===== config.mk =====
export PLATFORM = sky130hd
export DESIGN_NAME = two_stage_watchdog
export DESIGN_NICKNAME = d
export VERILOG_FILES = /design/src/verilog/wdog_pkg.sv /design/src/verilog/two_stage_watchdog.sv
export SDC_FILE = /design/constraint.sdc
export NUM_CORES = 1
export LEC_CHECK = 0
export BUFFER_PORTS_ARGS = -buffer_cell sky130_fd_sc_hd__buf_2
export CORE_UTILIZATION = 50
export DETAILED_ROUTE_END_ITERATION = 10
export PLACE_DENSITY_LB_ADDON = 0.1
export SLEW_MARGIN = 20
export SYNTH_ARGS = -nofsm -noshare
export SYNTH_HDL_FRONTEND = slang
export SYNTH_SLANG_ARGS = --single-unit

===== constraint.sdc =====
create_clock -name clk -period 3.9 [get_ports clk]
set_clock_uncertainty 0.1 [all_clocks]
set_input_delay 0.78 -clock clk [delete_from_list [all_inputs] [get_ports clk]]
set_output_delay 0.78 -clock clk [all_outputs]
set_load 0.005 [all_outputs]

===== src/verilog/wdog_pkg.sv =====
/*
 two-stage watchdog package: register offsets, field positions,
 reset values, id field defaults, bus carrier types.
 assumes a plain strobe register port with 12-bit word offsets.
*/
package wdog_pkg;
    localparam int          ADDR_W        = 13;
    // address bit 12 selects the frame: 0 refresh, 1 control
    localparam int          FRAME_BIT     = 12;
    localparam logic [11:0] OFF_REFRESH   = 12'h000;
    localparam logic [11:0] OFF_CTRL      = 12'h000;
    localparam logic [11:0] OFF_OFS_LO    = 12'h008;
    localparam logic [11:0] OFF_OFS_HI    = 12'h00c;
    localparam logic [11:0] OFF_CMP_LO    = 12'h010;
    localparam logic [11:0] OFF_CMP_HI    = 12'h014;
    localparam logic [11:0] OFF_IDENT     = 12'hfcc;
    localparam int          CTRL_EN_BIT   = 0;
    localparam int          CTRL_A1_BIT   = 1;
    localparam int          CTRL_A2_BIT   = 2;
    localparam int          OFS_W         = 48;
    localparam int          OFS_HI_W      = 16;
    localparam logic        EN_RST        = 1'b0;
    localparam logic [47:0] OFS_RST       = 48'h0;
    localparam logic [63:0] CMP_RST       = 64'h0;
    // identification fields; product, revision, implementer arbitrary
    localparam logic [11:0] ID_PRODUCT    = 12'h001;
    localparam logic [3:0]  ID_ARCH       = 4'h1;
    localparam logic [3:0]  ID_REVISION   = 4'h0;
    localparam logic [3:0]  ID_CONT_CODE  = 4'h0;
    localparam logic [6:0]  ID_IDENT_CODE = 7'h00;

    typedef struct packed {
        logic [ADDR_W-1:0] addr;
        logic [31:0]       wdata;
        logic              wr;
        logic              rd;
    } reg_req_t;

    typedef struct packed {
        logic first_alarm;
        logic second_alarm;
    } alarm_t;
endpackage


===== src/verilog/two_stage_watchdog.sv =====
/*
 two-stage watchdog timed against a 64-bit system counter.
 assumes counter input synchronous to clk; plain strobe register port,
 read data one cycle after the read strobe.
*/
//
// Behaviour
// - alarm event when counter exceeds compare
// - explicit refresh loads counter plus offset
// - timeout reloads compare while first alarm off
// - timeout keeps compare once first alarm on
// - refresh, offset, control writes refresh explicitly
// - explicit refresh clears alarms; timeout keeps them
// - enabled timeout raises first alarm
// - timeout with first alarm raises second
// - alarms hold until refresh, reset, disable
// - disable beats refresh beats timeout
// - offset 48 bits, zero extended
// - compare writes load directly, highest priority
// - 32-bit little-endian word registers
// - two frames: refresh and control
// - refresh write restarts; reads zero
// - alarm status bits read-only, upper zero
// - bit 0 enable, reset clears
// - offset split low word, high 16 bits
// - compare readable as low, high words
// - read-only identification at 0xfcc
// - implementer code in low twelve bits
`timescale 1ns/10ps
`default_nettype none
module two_stage_watchdog (
    // clock and reset
    input  wire logic                    clk,
    input  wire logic                    rstn,
    input  wire logic                    clk_en,
    // system counter
    input  wire logic [63:0]             sys_count,
    // register port
    input  wire logic [wdog_pkg::ADDR_W-1:0] reg_addr,
    input  wire logic [31:0]             reg_wdata,
    input  wire logic                    reg_wr,
    input  wire logic                    reg_rd,
    output logic      [31:0]             reg_rdata,
    // alarms
    output logic                         first_alarm,
    output logic                         second_alarm
);
    import wdog_pkg::*;

    ////////////////////////////////////////////////////////////////////////
    // decode

    reg_req_t req;
    assign req = '{addr: reg_addr, wdata: reg_wdata, wr: reg_wr,
                   rd: reg_rd};

    function automatic logic hit(input logic [ADDR_W-1:0] a,
                                 input logic ctl,
                                 input logic [11:0] off);
        hit = (a[FRAME_BIT] == ctl) && (a[11:0] == off);
    endfunction

    logic wr_refresh;
    logic wr_ctrl;
    logic wr_ofs_lo;
    logic wr_ofs_hi;
    logic wr_cmp_lo;
    logic wr_cmp_hi;
    logic explicit_refresh;
    logic timeout;

    assign wr_refresh = req.wr && hit(req.addr, 1'b0, OFF_REFRESH);
    assign wr_ctrl    = req.wr && hit(req.addr, 1'b1, OFF_CTRL);
    assign wr_ofs_lo  = req.wr && hit(req.addr, 1'b1, OFF_OFS_LO);
    assign wr_ofs_hi  = req.wr && hit(req.addr, 1'b1, OFF_OFS_HI);
    assign wr_cmp_lo  = req.wr && hit(req.addr, 1'b1, OFF_CMP_LO);
    assign wr_cmp_hi  = req.wr && hit(req.addr, 1'b1, OFF_CMP_HI);

    assign explicit_refresh = wr_refresh || wr_ctrl || wr_ofs_lo
                              || wr_ofs_hi;

    ////////////////////////////////////////////////////////////////////////
    // state

    logic        enable_ff;
    logic [47:0] offset_ff;
    logic [63:0] compare_ff;
    alarm_t      alarm_ff;
    logic [31:0] rdata_ff;

    assign timeout = sys_count > compare_ff;

    // enable
    always_ff @(posedge clk or negedge rstn) begin
        if (!rstn) begin
            enable_ff <= EN_RST;
        end else if (clk_en && wr_ctrl) begin
            enable_ff <= req.wdata[CTRL_EN_BIT];
        end
    end

    // period offset
    always_ff @(posedge clk or negedge rstn) begin
        if (!rstn) begin
            offset_ff <= OFS_RST;
        end else if (clk_en) begin
            if (wr_ofs_lo) begin
                offset_ff[31:0] <= req.wdata;
            end
            if (wr_ofs_hi) begin
                offset_ff[OFS_W-1:32] <= req.wdata[OFS_HI_W-1:0];
            end
        end
    end

    // compare value
    logic [63:0] reload_sum;
    assign reload_sum = sys_count + {16'h0, offset_ff};

    always_ff @(posedge clk or negedge rstn) begin
        if (!rstn) begin
            compare_ff <= CMP_RST;
        end else if (clk_en) begin
            if (wr_cmp_lo || wr_cmp_hi) begin
                if (wr_cmp_lo) begin
                    compare_ff[31:0] <= req.wdata;
                end
                if (wr_cmp_hi) begin
                    compare_ff[63:32] <= req.wdata;
                end
            end else if (explicit_refresh) begin
                compare_ff <= reload_sum;
            end else if (timeout && !alarm_ff.first_alarm) begin
                compare_ff <= reload_sum;
            end
            // timeout with first alarm set keeps compare
        end
    end

    // alarms
    logic nxt_enable;
    assign nxt_enable = wr_ctrl ? req.wdata[CTRL_EN_BIT] : enable_ff;

    always_ff @(posedge clk or negedge rstn) begin
        if (!rstn) begin
            alarm_ff <= '0;
        end else if (clk_en) begin
            if (!nxt_enable) begin
                alarm_ff <= '0;
            end else if (explicit_refresh) begin
                alarm_ff <= '0;
            end else if (timeout) begin
                if (!alarm_ff.first_alarm) begin
                    alarm_ff.first_alarm <= 1'b1;
                end else begin
                    alarm_ff.second_alarm <= 1'b1;
                end
            end
        end
    end

    assign first_alarm  = alarm_ff.first_alarm;
    assign second_alarm = alarm_ff.second_alarm;

    ////////////////////////////////////////////////////////////////////////
    // read path

    logic [31:0] ident_word;
    assign ident_word = {ID_PRODUCT, ID_ARCH, ID_REVISION,
                         ID_CONT_CODE, 1'b0, ID_IDENT_CODE};

    logic [31:0] nxt_rdata;
    always_comb begin
        nxt_rdata = 32'h0;
        if (req.addr[11:0] == OFF_IDENT) begin
            nxt_rdata = ident_word;
        end else if (req.addr[FRAME_BIT]) begin
            unique case (req.addr[11:0])
                OFF_CTRL: begin
                    nxt_rdata[CTRL_EN_BIT] = enable_ff;
                    nxt_rdata[CTRL_A1_BIT] = alarm_ff.first_alarm;
                    nxt_rdata[CTRL_A2_BIT] = alarm_ff.second_alarm;
                end
                OFF_OFS_LO: nxt_rdata = offset_ff[31:0];
                OFF_OFS_HI: nxt_rdata = {16'h0, offset_ff[47:32]};
                OFF_CMP_LO: nxt_rdata = compare_ff[31:0];
                OFF_CMP_HI: nxt_rdata = compare_ff[63:32];
                default:    nxt_rdata = 32'h0;
            endcase
        end
        // refresh word reads zero
    end

    always_ff @(posedge clk or negedge rstn) begin
        if (!rstn) begin
            rdata_ff <= 32'h0;
        end else if (clk_en) begin
            rdata_ff <= req.rd ? nxt_rdata : 32'h0;
        end
    end

    assign reg_rdata = rdata_ff;
endmodule // two_stage_watchdog
`default_nettype wire


==> impl_metrics.py <==
metrics = {
    "die": {
        "start_util_pct": 51.6,
        "dieArea_um2": 23400,
        "io_pins": 148,
        "dieWidth_um": 153,
        "die_h_um": 153,
        "row_count": 54,
        "coreArea_um2": 22100,
    },
    "route": {
        "first_iter_violations": 759,
        "viasPerCell": 6.15,
        "routedWlPerCell_um": 22.1,
        "vias": 10800,
        "drt-pass1-iter-count": 5,
        "drc_errors": 0,
        "wl_mm": 38.7,
        "postRouteAntennaNets": 0,
    },
    "sta": {
        "worst_slew_pin_slew_ns": 0.920,
        "setup-violations-final": 0,
        "fin_ws_ns": 0.330,
        "slew_viol_final": 0,
        "hold_viol_final": 0,
        "fin_crit_sh_pct": 91.6,
        "rsz0062_at_grt": "no",
        "min_period_ns": 3.57,
        "tns_ns": 0,
        "holdWs_ns": 0.337,
        "slew_headroom_pct": 38.7,
        "fmax_mhz": 280,
    },
    "global_routing": {
        "grt_max_degree": 92,
        "grt_pass1_vias": 10100,
        "grt_remaining_overflow": 0,
        "antenna_found_initial": 1,
        "grtUsageTotal_pct": 33.3,
        "grt_pass1_wl_mm": 59.4,
    },
    "clock_network": {
        "clkTransAtPathRegs_ns": 0.07,
        "htree_levels": 4,
        "numClockSinks": 147,
        "ctsResizeCount": 0,
        "clock-root-buffer": "clkbuf_16",
        "cts_tree": "built",
        "cts_setup_buffers": 0,
        "ctsHoldBuffers": 0,
        "insertion_delay_ns": 0.43,
        "clk_path_buf_depth": 2,
        "cts_buffers": 17,
    },
    "final_layout": {
        "final_common_cell": "dfrtp_1",
        "final_area_um2": 13300,
        "final_layout_size_suffix_gt1_share_pct": 21.1,
        "fillers": 2015,
        "synthToLayoutAreaGrowth_pct": 16.7,
        "seqCellArea_um2": 3680,
        "fin_cells": 1752,
        "nets": 1685,
        "fin_util_pct": 60.2,
        "final_cell_mix": "147 x dfrtp_1, 146 x buf_2, 112 x ha_1, 108 x nand2_1, 101 x inv_1",
        "multiInputGateArea_um2": 7070,
    },
    "synthesis": {
        "synth_edf_count": 0,
        "ys.flop_type": "dfrtp_1",
        "async_reset_ff_share_pct": 100,
        "ys_ff_latch": 147,
        "synth_warnings": 0,
        "syn_nets": 1534,
        "synth_area_um2": 11400,
        "syn_area_per_cell_um2": 8.73,
        "synth.distinct_cells": 65,
        "syn-instance-count": 1307,
        "synth-seq-area-share_pct": 32.3,
    },
    "hold_path": {
        "hp-class": "in2async",
    },
    "placed_design": {
        "gp_congestion": 0.969,
        "dp.cells": 1719,
        "io_buffers": 147,
        "dpl_cell_area_um2": 12700,
        "place_hpwl_mm": 29.8,
        "place_ws_ns": -0.0386,
    },
    "outcome": {
        "status": "completed",
    },
    "critical_path": {
        "crit_fanout": 21,
        "criticalPathCategory": "reg2reg",
        "crit_path_end_kind": "flip-flop",
        "critPathLaunchType": "flip-flop",
        "worst_ep_required_time_ns": 4.11,
        "cp.arrival_ns": 3.78,
    },
    "flow_run": {
        "max_cap_violations": 0,
    },
    "power": {
        "ir_drop_mv": 0.308,
        "total_leakage_power_nw": 6.49,
        "totalPowerFinal_mw": 5.77,
        "power_density_nw_per_um2": 433,
    },
}
## layer usage
metal / routed length, um / track usage (%) / part of all wire, %
met1: 18600 / 51.2 / 48
met3: 3310 / 6.24 / 8.6
met2: 16300 / 48.2 / 42
met5: 0 / 0 / 0
met4: 488 / 6.93 / 1.3
## power breakdown
part | switching, mW | internal [mW] | total (mW)
combinational | 1.20 | 0.883 | 2.08
clock | 0.709 | 0.876 | 1.59
sequential | 0.235 | 1.86 | 2.10
## final cells by class
type	count	share of cell area, %
Multi-Input combinational cell	990	53.1
Antenna cell	1	0.0188
Sequential cell	147	27.6
Timing Repair Buffer	201	9.47
Clock buffer	20	3.51
Tap cell	280	2.63
Clock inverter	12	0.724
Inverter	101	2.85
## worst max-delay path, stage by stage, from the launching register on
cell and delay (ns):
dfrtp_1 0.46, inv_1 0.08, ha_1 0.31, a21oi_1 0.16, o21ai_1 0.10, a221oi_1 0.29
o21ai_1 0.20, a31o_1 0.24, or4_4 0.54, a32oi_2 0.23, nand3b_4 0.20, buf_12 0.18
mux2_2 0.35
## flip-flops by register name, summed over array words and instances, names as in the netlist
register,count
second_alarm,1
reg_rdata,32
enable_ff,1
compare_ff,64
offset_ff,48
first_alarm,1
## Yosys cell counts, types with 6 or more instances
master | n | area share, %
a211oi_1 | 15 | 0.99
a21o_1 | 42 | 2.8
a21oi_1 | 100 | 4.4
a221o_1 | 6 | 0.53
a221oi_1 | 23 | 1.8
a22oi_1 | 19 | 1.3
a31oi_1 | 35 | 1.9
and3_1 | 11 | 0.60
buf_2 | 12 | 0.53
clkbuf_1 | 45 | 1.5
dfrtp_1 | 147 | 32
ha_1 | 112 | 12
inv_1 | 101 | 3.3
mux2_1 | 9 | 0.89
mux2_2 | 55 | 5.4
nand2_1 | 108 | 3.6
nand2b_1 | 18 | 0.99
nand3_1 | 34 | 1.5
nand4_1 | 31 | 1.7
nor2_1 | 75 | 2.5
nor2b_1 | 7 | 0.38
nor3_1 | 11 | 0.48
nor4_1 | 11 | 0.60
o211ai_1 | 9 | 0.59
o21a_1 | 8 | 0.53
o21ai_0 | 82 | 3.6
o21bai_1 | 12 | 0.79
o22ai_1 | 26 | 1.4
o31ai_1 | 17 | 1.1
xnor2_1 | 36 | 2.8
xor2_1 | 19 | 1.5
## worst paths after layout
check                                from             to  slack, ns  cells past startpoint
max in group asynchronous            rstn  offset_ff[30]       2.53                      2
max                        compare_ff[35]  compare_ff[2]       0.33                     12
max reg2reg                compare_ff[35]  compare_ff[2]       0.33                     12
min reg2reg                  reg_rdata[5]   reg_rdata[5]       0.39                      2
min                                  rstn  offset_ff[10]       0.34                      1
min in group clk             reg_rdata[5]   reg_rdata[5]       0.39                      2
## kinds of logic after synthesis
group                    Yosys count  synth area share [%]
AO/OA/AOI/OAI                    422                  23.9
XOR/XNOR                          55                  4.22
adder cells (fa/ha/maj)          113                  12.5
buffers and inverters            170                  6.12
flip-flops                       147                  32.3
multiplexers                      71                  7.07
AND/OR/NAND/NOR                  329                  14.0
(Power assumes the default switching activity.)
